===== src/common/homing_pkg.sv =====
// Constants, register map and state codes of the homing sequencer.
// Assumes a 250 MHz core clock; speeds are held in 0.01 r/min units.
package homing_pkg;
	// Clock and time bases
	localparam int CLK_PERIOD_NS = 4;
	localparam int TENTH_MS_NS   = 100000;
	localparam int MS_NS         = 1000000;
	localparam int CYC_PER_TENTH = TENTH_MS_NS / CLK_PERIOD_NS;
	localparam int CYC_PER_MS    = MS_NS / CLK_PERIOD_NS;

	// Speed scale: ramp times refer to 2000.00 r/min
	localparam logic [19:0] FULL_SCALE_SPEED = 20'h30D40;
	localparam logic [19:0] HOMING_SPEED_RST = 20'h0C350;
	localparam logic [19:0] CREEP_SPEED_RST  = 20'h01388;
	localparam logic [19:0] RAMP_T1_RST      = 20'h003E8;
	localparam logic [19:0] RAMP_T2_RST      = 20'h01388;
	localparam logic [19:0] RAMP_TIME_MAX    = 20'hF423F;

	// Limits of the settings
	localparam logic [13:0] DETECT_TIME_MAX  = 14'h2710;
	localparam logic [8:0]  STOP_TORQ_MAX    = 9'h064;
	localparam logic [8:0]  ABORT_TORQ_MAX   = 9'h12C;
	localparam logic [8:0]  TORQ_FREE        = 9'h12C;
	localparam logic [30:0] SHIFT_AMOUNT_RST = 31'h000003E8;
	localparam logic [30:0] SHIFT_MAX        = 31'h77359400;
	localparam logic signed [31:0] COORD_MAX = 32'sh77359400;
	localparam logic [19:0] INDEX_OFFS_MAX   = 20'hFFFFF;

	// Shift reference codes
	localparam logic [2:0] REF_LS   = 3'h0;
	localparam logic [2:0] REF_Z    = 3'h1;
	localparam logic [2:0] REF_POT  = 3'h2;
	localparam logic [2:0] REF_NOT  = 3'h3;
	localparam logic [2:0] REF_INT  = 3'h4;
	localparam logic [2:0] REF_STOP = 3'h5;

	// Deceleration-start codes
	localparam logic [1:0] DEC_LS  = 2'h0;
	localparam logic [1:0] DEC_POT = 2'h1;
	localparam logic [1:0] DEC_NOT = 2'h2;

	// Register byte addresses
	localparam logic [6:0] A_CTRL   = 7'h00;
	localparam logic [6:0] A_HSPEED = 7'h04;
	localparam logic [6:0] A_CSPEED = 7'h08;
	localparam logic [6:0] A_SHIFT  = 7'h0C;
	localparam logic [6:0] A_COORD  = 7'h10;
	localparam logic [6:0] A_RANGE  = 7'h14;
	localparam logic [6:0] A_DTIME  = 7'h18;
	localparam logic [6:0] A_TORQ   = 7'h1C;
	localparam logic [6:0] A_ZOFFS  = 7'h20;
	localparam logic [6:0] A_ACC1   = 7'h24;
	localparam logic [6:0] A_DEC1   = 7'h28;
	localparam logic [6:0] A_ACC2   = 7'h2C;
	localparam logic [6:0] A_DEC2   = 7'h30;
	localparam logic [6:0] A_STAT   = 7'h38;
	localparam logic [6:0] A_MASK   = 7'h3C;
	localparam logic [6:0] A_POS    = 7'h40;
	localparam logic [6:0] A_STATE  = 7'h44;

	// Control word fields
	localparam int F_REF  = 0;
	localparam int F_DEC  = 4;
	localparam int F_EDGE = 8;
	localparam int F_SDIR = 9;
	localparam int F_PDIR = 10;
	localparam int F_OTR  = 11;
	localparam int F_RSET = 12;
	localparam int F_TQA  = 16;
	localparam logic [12:0] CTRL_RST = 13'h0001;

	// Interrupt status bits
	localparam int IRQ_DONE  = 0;
	localparam int IRQ_ABORT = 1;
	localparam int IRQ_REV   = 2;
	localparam int IRQ_W     = 3;

	// Sequencer states, one-hot
	typedef enum logic [5:0] {
		ST_IDLE   = 6'h01,
		ST_SEARCH = 6'h02,
		ST_CREEP  = 6'h04,
		ST_SHIFT  = 6'h08,
		ST_SETTLE = 6'h10,
		ST_ABORT  = 6'h20
	} hstate_t;
endpackage


===== src/core/velocity_ramp.sv =====
// Signed velocity ramp stepping one 0.01 r/min unit at a time, or straight to target for a zero period.
// Assumes the ramp periods stay steady while a ramp is running.
`timescale 1ns/1ps
`default_nettype none
module velocity_ramp
	import homing_pkg::*;
#(
	parameter int VW = 21
) (
	// Clock and reset
	input  wire logic                 clk,
	input  wire logic                 rst_n,
	// Target and ramp periods in clock cycles
	input  wire logic signed [VW-1:0] target,
	input  wire logic [39:0]          acc_period,
	input  wire logic [39:0]          dec_period,
	// Present velocity
	output logic signed [VW-1:0]      vel_ff
);
	initial begin
		if (VW < 21)
			$error("velocity_ramp: VW too narrow for full scale");
	end

	logic [39:0] acc_ff;   // Fractional step accumulator
	logic        slowing;  // Step takes magnitude toward zero
	logic [39:0] period;   // Period of the ramp in use

	always_comb begin
		slowing = (vel_ff > 0 && target < vel_ff) ||
			(vel_ff < 0 && target > vel_ff);
		period = slowing ? dec_period : acc_period;
	end

	// Fraction is dropped on each step; fast ramps cap at one step every two cycles
	always_ff @(posedge clk or negedge rst_n) begin
		if (!rst_n) begin
			acc_ff <= 40'h0;
			vel_ff <= '0;
		end else if (vel_ff == target) begin
			acc_ff <= 40'h0;
		end else if (period == 40'h0) begin
			vel_ff <= target;
			acc_ff <= 40'h0;
		end else if (acc_ff >= period) begin
			acc_ff <= 40'h0;
			vel_ff <= (target > vel_ff) ? vel_ff + 1'b1 : vel_ff - 1'b1;
		end else begin
			acc_ff <= acc_ff + {20'h0, FULL_SCALE_SPEED};
		end
	end
endmodule
`default_nettype wire


===== src/core/servo_homing_sequencer.sv =====
// Homing sequencer: search, creep, shift, settle, with overtravel care.
// Assumes sensor inputs and encoder steps are synchronous to CLOCK.
//
// How it works
// - Stopper time and torque only for stopper
// - Stopper contact after standstill time, 0..10000 ms
// - Stopper torque clamp 0..100 percent
// - Reaction zero: reverse on first overtravel
// - Reaction one: abort and controlled stop
// - Abort stop uses third torque limit
// - Index pulse shifted by 20-bit offset
// - Ramp time means 0 to 2000 r/min
// - Two ramp sets, 100.0 and 500.0 ms
// - Start edge moves start direction, homing speed with index reference, creep speed otherwise
// - Decel signal: post direction, or away from a limit used as decel, creep speed
// - Index then shift travel, stop, complete
// - Early overtravel reverses search direction
// - Homing 500.00, creep 50.00 r/min defaults
// - Reference codes 0..5, default index
// - Completion loads position with home coordinate
// - Complete within range; zero means always
`timescale 1ns/1ps
`default_nettype none
module servo_homing_sequencer
	import homing_pkg::*;
#(
	parameter int MS_CYCLES = CYC_PER_MS
) (
	// Clock and reset
	input  wire logic               CLOCK,
	input  wire logic               RESETN,
	// Register port
	input  wire logic [6:0]         ADDR,
	input  wire logic [31:0]        WDATA,
	input  wire logic               WR,
	input  wire logic               RD,
	output logic [31:0]             RDATA,
	// Host command and sensors
	input  wire logic               HOMING_START_CMD,
	input  wire logic               POSITIVE_TRAVEL_LIMIT,
	input  wire logic               NEGATIVE_TRAVEL_LIMIT,
	input  wire logic               HOME_LIMIT_SWITCH,
	input  wire logic               INTERRUPT_INPUT,
	input  wire logic               ENCODER_INDEX,
	// Encoder motion feedback
	input  wire logic               POS_STEP,
	input  wire logic               POS_FWD,
	// Motion outputs
	output logic signed [20:0]      SPEED_CMD,
	output logic [8:0]              TORQUE_LIMIT,
	output logic                    HOME_DONE,
	output logic                    BUSY,
	output logic                    IRQ
);
	initial begin
		if (MS_CYCLES < 1)
			$error("servo_homing_sequencer: MS_CYCLES below one");
	end

	// Settings
	logic [12:0]        ctrl_ff;       // Selects and directions
	logic [19:0]        hspeed_ff;     // Homing speed
	logic [19:0]        cspeed_ff;     // Creep speed
	logic [30:0]        shift_ff;      // Home shift amount
	logic signed [31:0] coord_ff;      // Home coordinate
	logic [30:0]        range_ff;      // Completion range
	logic [13:0]        dtime_ff;      // Stopper time, ms
	logic [8:0]         stq_ff;        // Stopper torque
	logic [8:0]         atq_ff;        // Abort torque
	logic [19:0]        zoffs_ff;      // Index offset
	logic [19:0]        ramp_ff [4];   // acc1 dec1 acc2 dec2
	logic [IRQ_W-1:0]   stat_ff;       // Sticky events
	logic [IRQ_W-1:0]   mask_ff;       // Event enables
	// Sequencer state
	hstate_t            state_ff;
	logic               dir_ff;        // 1 = forward
	logic               rev_done_ff;   // One reversal spent
	logic               homed_ff;
	logic [30:0]        trav_ff;       // Shift steps so far
	logic signed [31:0] pos_ff;        // Current position
	logic               start_q_ff, ls_q_ff, z_q_ff, int_q_ff;
	logic               zarm_ff;       // Offset count running
	logic [19:0]        zcnt_ff;
	logic               zeff_ff;       // Shifted index pulse
	logic [31:0]        tick_ff;       // Cycles within a ms
	logic [13:0]        still_ff;      // Standstill ms
	logic signed [20:0] vel;

	// Field views
	logic [2:0] ref_sel;
	logic [1:0] dec_sel;
	logic       ramp2, start_rise, ls_evt, decel_evt, ref_evt;
	logic       ot_hit, ot_act, vel_zero;
	logic [IRQ_W-1:0] evt;
	assign ref_sel   = ctrl_ff[F_REF +: 3];
	assign dec_sel   = ctrl_ff[F_DEC +: 2];
	assign ramp2     = ctrl_ff[F_RSET];
	assign vel_zero  = (vel == '0);
	assign start_rise = HOMING_START_CMD & ~start_q_ff;
	assign ls_evt = ctrl_ff[F_EDGE] ? (ls_q_ff & ~HOME_LIMIT_SWITCH)
		: (HOME_LIMIT_SWITCH & ~ls_q_ff);

	// Deceleration-start detection
	always_comb begin
		case (dec_sel)
			DEC_LS:  decel_evt = ls_evt;
			DEC_POT: decel_evt = POSITIVE_TRAVEL_LIMIT;
			DEC_NOT: decel_evt = NEGATIVE_TRAVEL_LIMIT;
			default: decel_evt = 1'b0;
		endcase
	end

	always_comb begin
		case (ref_sel)
			REF_LS:   ref_evt = ls_evt;
			REF_Z:    ref_evt = zeff_ff;
			REF_POT:  ref_evt = POSITIVE_TRAVEL_LIMIT;
			REF_NOT:  ref_evt = NEGATIVE_TRAVEL_LIMIT;
			REF_INT:  ref_evt = INTERRUPT_INPUT & ~int_q_ff;
			REF_STOP: ref_evt = (still_ff >= dtime_ff);
			default:  ref_evt = 1'b0;
		endcase
	end

	// Overtravel ahead, unless that limit is the chosen signal
	always_comb begin
		ot_hit = dir_ff ? POSITIVE_TRAVEL_LIMIT : NEGATIVE_TRAVEL_LIMIT;
		if ((dir_ff && (ref_sel == REF_POT || dec_sel == DEC_POT)) ||
			(!dir_ff && (ref_sel == REF_NOT || dec_sel == DEC_NOT)))
			ot_hit = 1'b0;
		ot_act = ot_hit && ((state_ff == ST_SEARCH && !decel_evt) ||
			(state_ff == ST_CREEP && !ref_evt));
	end

	// Input history for edge detection
	always_ff @(posedge CLOCK or negedge RESETN) begin
		if (!RESETN) begin
			start_q_ff <= 1'b0;
			ls_q_ff    <= 1'b0;
			z_q_ff     <= 1'b0;
			int_q_ff   <= 1'b0;
		end else begin
			start_q_ff <= HOMING_START_CMD;
			ls_q_ff    <= HOME_LIMIT_SWITCH;
			z_q_ff     <= ENCODER_INDEX;
			int_q_ff   <= INTERRUPT_INPUT;
		end
	end

	// Settings writes, clamped to their ranges
	always_ff @(posedge CLOCK or negedge RESETN) begin
		if (!RESETN) begin
			ctrl_ff    <= CTRL_RST;
			hspeed_ff  <= HOMING_SPEED_RST;
			cspeed_ff  <= CREEP_SPEED_RST;
			shift_ff   <= SHIFT_AMOUNT_RST;
			coord_ff   <= '0;
			range_ff   <= '0;
			dtime_ff   <= '0;
			stq_ff     <= '0;
			atq_ff     <= '0;
			zoffs_ff   <= '0;
			ramp_ff[0] <= RAMP_T1_RST;
			ramp_ff[1] <= RAMP_T1_RST;
			ramp_ff[2] <= RAMP_T2_RST;
			ramp_ff[3] <= RAMP_T2_RST;
			mask_ff    <= '0;
		end else if (WR) begin
			case (ADDR)
				A_CTRL:   ctrl_ff <= WDATA[12:0];
				A_HSPEED: hspeed_ff <= WDATA[19:0];
				A_CSPEED: cspeed_ff <= WDATA[19:0];
				A_SHIFT:  shift_ff <= (WDATA[30:0] > SHIFT_MAX) ?
					SHIFT_MAX : WDATA[30:0];
				A_COORD:  coord_ff <= ($signed(WDATA) > COORD_MAX) ?
					COORD_MAX : ($signed(WDATA) < -COORD_MAX) ?
					-COORD_MAX : $signed(WDATA);
				A_RANGE:  range_ff <= (WDATA[30:0] > SHIFT_MAX) ?
					SHIFT_MAX : WDATA[30:0];
				A_DTIME:  dtime_ff <= (WDATA[13:0] > DETECT_TIME_MAX ||
					|WDATA[31:14]) ? DETECT_TIME_MAX : WDATA[13:0];
				A_TORQ: begin
					stq_ff <= (WDATA[8:0] > STOP_TORQ_MAX) ?
						STOP_TORQ_MAX : WDATA[8:0];
					atq_ff <= (WDATA[F_TQA +: 9] > ABORT_TORQ_MAX) ?
						ABORT_TORQ_MAX : WDATA[F_TQA +: 9];
				end
				A_ZOFFS:  zoffs_ff <= WDATA[19:0];
				A_ACC1, A_DEC1, A_ACC2, A_DEC2:
					ramp_ff[2'((ADDR - A_ACC1) >> 2)] <=
						(WDATA[19:0] > RAMP_TIME_MAX) ?
						RAMP_TIME_MAX : WDATA[19:0];
				A_MASK:   mask_ff <= WDATA[IRQ_W-1:0];
				default: ;
			endcase
		end
	end

	// Sticky events; a new event wins over a write-one clear
	assign evt[IRQ_DONE]  = (state_ff == ST_SETTLE) && vel_zero;
	assign evt[IRQ_ABORT] = ot_act && ctrl_ff[F_OTR];
	assign evt[IRQ_REV]   = ot_act && !ctrl_ff[F_OTR] && !rev_done_ff;
	always_ff @(posedge CLOCK or negedge RESETN) begin
		if (!RESETN)
			stat_ff <= '0;
		else if (WR && ADDR == A_STAT)
			stat_ff <= (stat_ff & ~WDATA[IRQ_W-1:0]) | evt;
		else
			stat_ff <= stat_ff | evt;
	end

	// Read data, valid the cycle after RD; unmapped reads zero
	always_ff @(posedge CLOCK or negedge RESETN) begin
		if (!RESETN)
			RDATA <= '0;
		else if (RD) begin
			case (ADDR)
				A_CTRL:   RDATA <= {19'h0, ctrl_ff};
				A_HSPEED: RDATA <= {12'h0, hspeed_ff};
				A_CSPEED: RDATA <= {12'h0, cspeed_ff};
				A_SHIFT:  RDATA <= {1'b0, shift_ff};
				A_COORD:  RDATA <= coord_ff;
				A_RANGE:  RDATA <= {1'b0, range_ff};
				A_DTIME:  RDATA <= {18'h0, dtime_ff};
				A_TORQ:   RDATA <= {7'h0, atq_ff, 7'h0, stq_ff};
				A_ZOFFS:  RDATA <= {12'h0, zoffs_ff};
				A_ACC1, A_DEC1, A_ACC2, A_DEC2:
					RDATA <= {12'h0, ramp_ff[2'((ADDR - A_ACC1) >> 2)]};
				A_STAT:   RDATA <= {29'h0, stat_ff};
				A_MASK:   RDATA <= {29'h0, mask_ff};
				A_POS:    RDATA <= pos_ff;
				A_STATE:  RDATA <= {24'h0, homed_ff, 1'b0, state_ff};
				default:  RDATA <= '0;
			endcase
		end else
			RDATA <= '0;
	end

	// Index pulse delayed by offset steps past the raw edge
	always_ff @(posedge CLOCK or negedge RESETN) begin
		if (!RESETN) begin
			zarm_ff <= 1'b0;
			zcnt_ff <= '0;
			zeff_ff <= 1'b0;
		end else begin
			zeff_ff <= 1'b0;
			if (ENCODER_INDEX && !z_q_ff && !zarm_ff) begin
				zeff_ff <= (zoffs_ff == '0);
				zarm_ff <= (zoffs_ff != '0);
				zcnt_ff <= '0;
			end else if (zarm_ff && POS_STEP) begin
				zcnt_ff <= zcnt_ff + 1'b1;
				if (zcnt_ff + 1'b1 == zoffs_ff) begin
					zeff_ff <= 1'b1;
					zarm_ff <= 1'b0;
				end
			end
		end
	end

	// Standstill timer in ms while creeping
	always_ff @(posedge CLOCK or negedge RESETN) begin
		if (!RESETN) begin
			tick_ff  <= '0;
			still_ff <= '0;
		end else if (state_ff != ST_CREEP || POS_STEP) begin
			tick_ff  <= '0;
			still_ff <= '0;
		end else if (tick_ff == 32'(MS_CYCLES - 1)) begin
			tick_ff  <= '0;
			if (still_ff != DETECT_TIME_MAX)
				still_ff <= still_ff + 1'b1;
		end else
			tick_ff <= tick_ff + 1'b1;
	end

	// Sequencer
	always_ff @(posedge CLOCK or negedge RESETN) begin
		if (!RESETN) begin
			state_ff    <= ST_IDLE;
			dir_ff      <= 1'b1;
			rev_done_ff <= 1'b0;
			trav_ff     <= '0;
		end else begin
			case (state_ff)
				ST_IDLE: if (start_rise) begin
					dir_ff      <= ~ctrl_ff[F_SDIR];
					rev_done_ff <= 1'b0;
					state_ff    <= (ref_sel == REF_Z) ? ST_SEARCH : ST_CREEP;
				end
				ST_SEARCH, ST_CREEP:
					if (state_ff == ST_SEARCH && decel_evt) begin
						dir_ff <= (dec_sel == DEC_POT) ? 1'b0 :
							(dec_sel == DEC_NOT) ? 1'b1 : ~ctrl_ff[F_PDIR];
						state_ff <= ST_CREEP;
					end else if (state_ff == ST_CREEP && ref_evt) begin
						trav_ff  <= '0;
						state_ff <= ST_SHIFT;
					end else if (ot_act) begin
						if (ctrl_ff[F_OTR] || rev_done_ff)
							state_ff <= ST_ABORT;
						else begin
							dir_ff      <= ~dir_ff;
							rev_done_ff <= 1'b1;
						end
					end
				ST_SHIFT: if (trav_ff >= shift_ff)
					state_ff <= ST_SETTLE;
				else if (POS_STEP)
					trav_ff <= trav_ff + 1'b1;
				ST_SETTLE, ST_ABORT: if (vel_zero)
					state_ff <= ST_IDLE;
				default: state_ff <= ST_IDLE;
			endcase
		end
	end

	// Position counter; completion load takes priority
	always_ff @(posedge CLOCK or negedge RESETN) begin
		if (!RESETN)
			pos_ff <= '0;
		else if (evt[IRQ_DONE])
			pos_ff <= coord_ff;
		else if (POS_STEP)
			pos_ff <= POS_FWD ? pos_ff + 1 : pos_ff - 1;
	end

	// Homed flag and completion output
	logic signed [32:0] pos_err;
	logic        [32:0] pos_abs;
	assign pos_err = 33'(pos_ff) - 33'(coord_ff);
	assign pos_abs = pos_err[32] ? 33'(-pos_err) : 33'(pos_err);
	always_ff @(posedge CLOCK or negedge RESETN) begin
		if (!RESETN) begin
			homed_ff  <= 1'b0;
			HOME_DONE <= 1'b0;
			BUSY      <= 1'b0;
		end else begin
			// New start or abort drops completion
			if ((state_ff == ST_IDLE && start_rise) || evt[IRQ_ABORT])
				homed_ff <= 1'b0;
			else if (evt[IRQ_DONE])
				homed_ff <= 1'b1;
			HOME_DONE <= homed_ff && (range_ff == '0 ||
				pos_abs <= {2'b0, range_ff});
			BUSY <= (state_ff != ST_IDLE);
		end
	end

	// Target velocity per state
	logic signed [20:0] target;
	logic        [19:0] tgt_mag;
	always_comb begin
		case (state_ff)
			ST_SEARCH:          tgt_mag = hspeed_ff;
			ST_CREEP, ST_SHIFT: tgt_mag = cspeed_ff;
			default:            tgt_mag = '0;
		endcase
		target = dir_ff ? $signed({1'b0, tgt_mag}) :
			-$signed({1'b0, tgt_mag});
	end

	// Ramp periods from the selected set
	logic [39:0] acc_per, dec_per;
	assign acc_per = 40'(ramp_ff[ramp2 ? 2 : 0]) * 40'(CYC_PER_TENTH);
	assign dec_per = 40'(ramp_ff[ramp2 ? 3 : 1]) * 40'(CYC_PER_TENTH);

	velocity_ramp #(
		.VW         (21)
	) u_ramp (
		.clk        (CLOCK),
		.rst_n      (RESETN),
		.target     (target),
		.acc_period (acc_per),
		.dec_period (dec_per),
		.vel_ff     (vel)
	);

	// Registered motion outputs and interrupt
	always_ff @(posedge CLOCK or negedge RESETN) begin
		if (!RESETN) begin
			SPEED_CMD    <= '0;
			TORQUE_LIMIT <= TORQ_FREE;
			IRQ          <= 1'b0;
		end else begin
			SPEED_CMD <= vel;
			IRQ       <= |(stat_ff & mask_ff);
			if (state_ff == ST_ABORT)
				TORQUE_LIMIT <= atq_ff;
			else if (state_ff == ST_CREEP && ref_sel == REF_STOP)
				TORQUE_LIMIT <= stq_ff;
			else
				TORQUE_LIMIT <= TORQ_FREE;
		end
	end
endmodule
`default_nettype wire


===== config.mk =====
export PLATFORM = sky130hd
export DESIGN_NAME = servo_homing_sequencer
export DESIGN_NICKNAME = d
export VERILOG_FILES = /design/src/common/homing_pkg.sv /design/src/core/velocity_ramp.sv /design/src/core/servo_homing_sequencer.sv
export SDC_FILE = /design/constraint.sdc
export NUM_CORES = 2
export LEC_CHECK = 0
export BUFFER_PORTS_ARGS = -buffer_cell sky130_fd_sc_hd__buf_2
export CAP_MARGIN = 20
export CORE_ASPECT_RATIO = 0.6
export CORE_MARGIN = 2
export CORE_UTILIZATION = 25
export DETAILED_ROUTE_END_ITERATION = 6
export GPL_ROUTABILITY_DRIVEN = 0
export PLACE_DENSITY_LB_ADDON = 0.15
export SYNTH_ARGS = -nofsm -noshare
export SYNTH_HDL_FRONTEND = slang
export SYNTH_SLANG_ARGS = --single-unit

===== constraint.sdc =====
create_clock -name CLOCK -period 8.9 [get_ports CLOCK]
set_input_delay 0.445 -clock CLOCK [delete_from_list [all_inputs] [get_ports CLOCK]]
set_output_delay 0.445 -clock CLOCK [all_outputs]
set_load 0.02 [all_outputs]

==> results by group <==
Logic synthesis
  • Top-area cell type share of the netlist area: 29.5%
  • Yosys reg bits: 549
  • Warnings from Yosys: 0
  • Yosys cell types: between 90 and 100
  • Synth area leader: dfrtp_1
  • Cell with the most instances after synthesis: dfrtp_1
  • Synthesized cell area: 42,700 sq um
  • Post-synthesis sequential area ratio: 32.3%
  • Most used DFF post-synth: dfrtp_1
  • Per-instance average area after synthesis: slightly above 9 sq um
  • Cells after Synth: 4,636
  • Synth top area cells: dfrtp_1, ha_1, fa_1, o21ai_0, nand2_1
  • Top cells by count, synth: dfrtp_1, ha_1, nand2_1, inv_1, o21ai_0
  • Asr flop ratio synth: 100%
  • Post-synth EDFFs: 0

Setup path
  • FF-to-FF Start: state_ff[0]
  • Crit-path slowest cell: dfstp_2
  • Critical Path Start Type: register
  • Worst-path maximum fanout: 29
  • Crit Reg-Reg Endpoint: u_ramp.acc_ff[9]
  • Buf+Inv Stages, Crit Path: 7
  • CP peak stage delay: 0.63 ns
  • CP arrival: 9.10 ns
  • Crit path capture type: register
  • Reg2reg path depth: 37
  • Crit path max-delay family: compound AO/OA/AOI/OAI gates
  • Crit Path Category: reg -> reg
  • FF-to-FF setup slack: 0.41 ns
  • Critical Path RT: 9.50 ns
  • CP dominant cell by count: a21o_1

Clock tree
  • Worst-Skew Late Latency: 0.69 ns
  • CTS max path bufs: 3
  • Sink Count: 549
  • Clock edge transition at the registers on the reported setup and hold paths: 0.08 ns
  • CTS tree: done
  • Total CTS buffers: roughly 60
  • H-tree levels: 2
  • CTS Root Cell: clkbuf_16

Detailed routing
  • Vias per cell: between 5 and 6
  • Post-DRT Antenna Nets: 0
  • Wire length per cell: 25.1 um
  • DR DRC count: 0
  • Via count: 36,700
  • Drt pass-1 iters: 6
  • Drt initial violations: 4,294
  • Drt total wl: 178,000 um

Global routing
  • Total GRT Usage: approximately 20%
  • Vias in the first global route: 34,500
  • Antenna violations before repair: 19
  • First-pass GRT wire length: 255,000 um
  • Largest net degree at the start of global routing: 138
  • Grt total ovfl: 0

Timing
  • Max Clock Skew: 0.0247 ns
  • Least-Margin Pin Slew: around 1.1 ns
  • Hold WS: 0.0981 ns
  • Min Tclk post-route: about 8.5 ns
  • Hold Vio Cnt, Final: 0
  • Max_slew headroom: 22.9%
  • Fmax: 118 MHz
  • Final max-slew violation count: 0
  • Final Cycle Share: a little over nine tenths
  • Final setup viols: 0

Floorplanning
  • Starting Density: 25.2%
  • Die Wd: 538 um
  • IO Pins: 116
  • Core footprint: 170,000 sq um
  • Die Y-Extent: 324 um
  • Die area: ~170,000 sq um
  • Rows: 117

Worst hold path
  • Worst Hold Depth: 3
  • Min-Delay Path Class: in -> reg
  • Hold Crit Start: WDATA[24]
  • WHS Endpoint: atq_ff[8]

Placement
  • Port Buf Inserts: ~120
  • Dpl hpwl: between 100,000 and 150,000 um

Job
  • # Max-Cap Violations: 0

Final layout
  • Ratio of cells with drive above 1 in the final layout: 12.4%
  • Fin util: 28.9%
  • Area Growth Syn to Fin: 14.7%
  • # nets final: 5,384

Power
  • Leak: 23.0 nW
  • Maximum VDD drop: 0.177 mV
  • Pwr Total: 0.0142 W
  • Power Density: approximately 290 nW/um^2

Run status
  • Status: complete, no violations
## metrics by stage
step / setup slack [ns] / cell area [sq um] / std cells / setup TNS (ns)
final: 0.407 / 49000 / 7071 / 0
after global placement: -0.194 / 46400 / 6936 / -3.59
after floorplan: 0.131 / 42700 / 4639 / 0
after detailed placement: -0.0967 / 46400 / 6937 / -1.12
after global routing: -0.0540 / 49000 / 7066 / -0.0597
after CTS: 0.0616 / 48600 / 7055 / 0
## cell families (layout without fill, tap and decap cells)
logic type                 Yosys count  count (layout)  synth area share [%]
muxes                              188             188                  5.32
DFF                                549             549                  32.3
other                                1              11               0.00878
buffers and inverters              573             737                  5.09
xor gates and xnor gates           275             275                  5.64
and+or+nand+nor                   1293            1293                  14.6
AOI/OAI and AO/OA                 1176            1176                  17.9
adders and majority gates          581             581                  19.2
## layout make-up
class | instances | area [sq um]
clock buffer | 83 | 1690
inverter | 387 | 1450
sequential | 549 | 13800
tap | 2261 | 2830
clock inverter | 29 | 467
fill | 17900 | 121000
antenna | 7 | 17.5
timing repair buffer | 238 | 1710
multi-input combinational | 3517 | 27000
## worst max path at each step
stage | from | end | slack, ns | cells past startpoint
floorplan | state_ff[5] | u_ramp.vel_ff[5] | 0.13 | 37
global placement | ctrl_ff[12] | u_ramp.vel_ff[3] | -0.19 | 31
detailed placement | ctrl_ff[12] | u_ramp.vel_ff[6] | -0.1 | 29
CTS | ctrl_ff[12] | u_ramp.vel_ff[6] | 0.06 | 31
global route | state_ff[0] | u_ramp.acc_ff[9] | -0.05 | 39
finish | state_ff[0] | u_ramp.acc_ff[9] | 0.41 | 37
## where the power goes
part | internal (W) | switching, W
clock network | 0.00162 | 0.00122
logic | 0.00313 | 0.00480
registers | 0.00286 | 0.000594
total | 0.00761 | 0.00662
## registers in the layout, summed over array words and instances (netlist names), 31 cells and up
name           flops
ramp_ff           80
RDATA             32
pos_ff            32
coord_ff          32
u_ramp.acc_ff     34
shift_ff          31
range_ff          31
tick_ff           32
trav_ff           31
## worst reg2reg max path, delay by kind of cell, from the launching register on
kind,cells,cell delay (ns)
compound gates,16,3.04
mux,2,0.64
buf+inv,7,1.35
fa+ha+maj,4,1.07
flops,1,0.63
simple gates,7,1.31
xor+xnor,1,0.40
## cells in the final DEF (no fill, tap or decap), drive strengths merged, types with 29 or more instances in the layout
| cell type | instances |
|---|---|
| dfrtp | 503 |
| ha | 458 |
| nand2 | 443 |
| inv | 387 |
| o21ai | 378 |
| nor2 | 286 |
| a21oi | 247 |
| buf | 232 |
| xor2 | 142 |
| xnor2 | 133 |
| fa | 123 |
| mux2 | 112 |
| nand3 | 103 |
| a21o | 92 |
| clkbuf | 84 |
| nor3 | 76 |
| nand4 | 60 |
| and3 | 60 |
| a31oi | 59 |
| mux2i | 56 |
| a22oi | 55 |
| a22o | 52 |
| dfstp | 46 |
| nor4 | 44 |
| a221oi | 44 |
| nand2b | 35 |
| o21a | 32 |
| a211oi | 31 |
| nor2b | 29 |
## repair_timing
action                     CTS  global route
hold endpoints to repair    70             0
cloned                       0             0
setup buffers                1             5
hold buffers                 5             0
setup endpoints to repair   18            51
gates resized for setup      1            37
pin swaps                    1             9
## routing by layer
metal  vias up  share of wire (%)  track usage [%]
li1      16900                  -                -
met1     18400                 55             34.8
met2      1352                 33             22.5
met3       153                 11             6.21
met4         4                1.4             2.95
met5         -              0.013                0
Note: power is estimated with default switching activity, not from simulation.
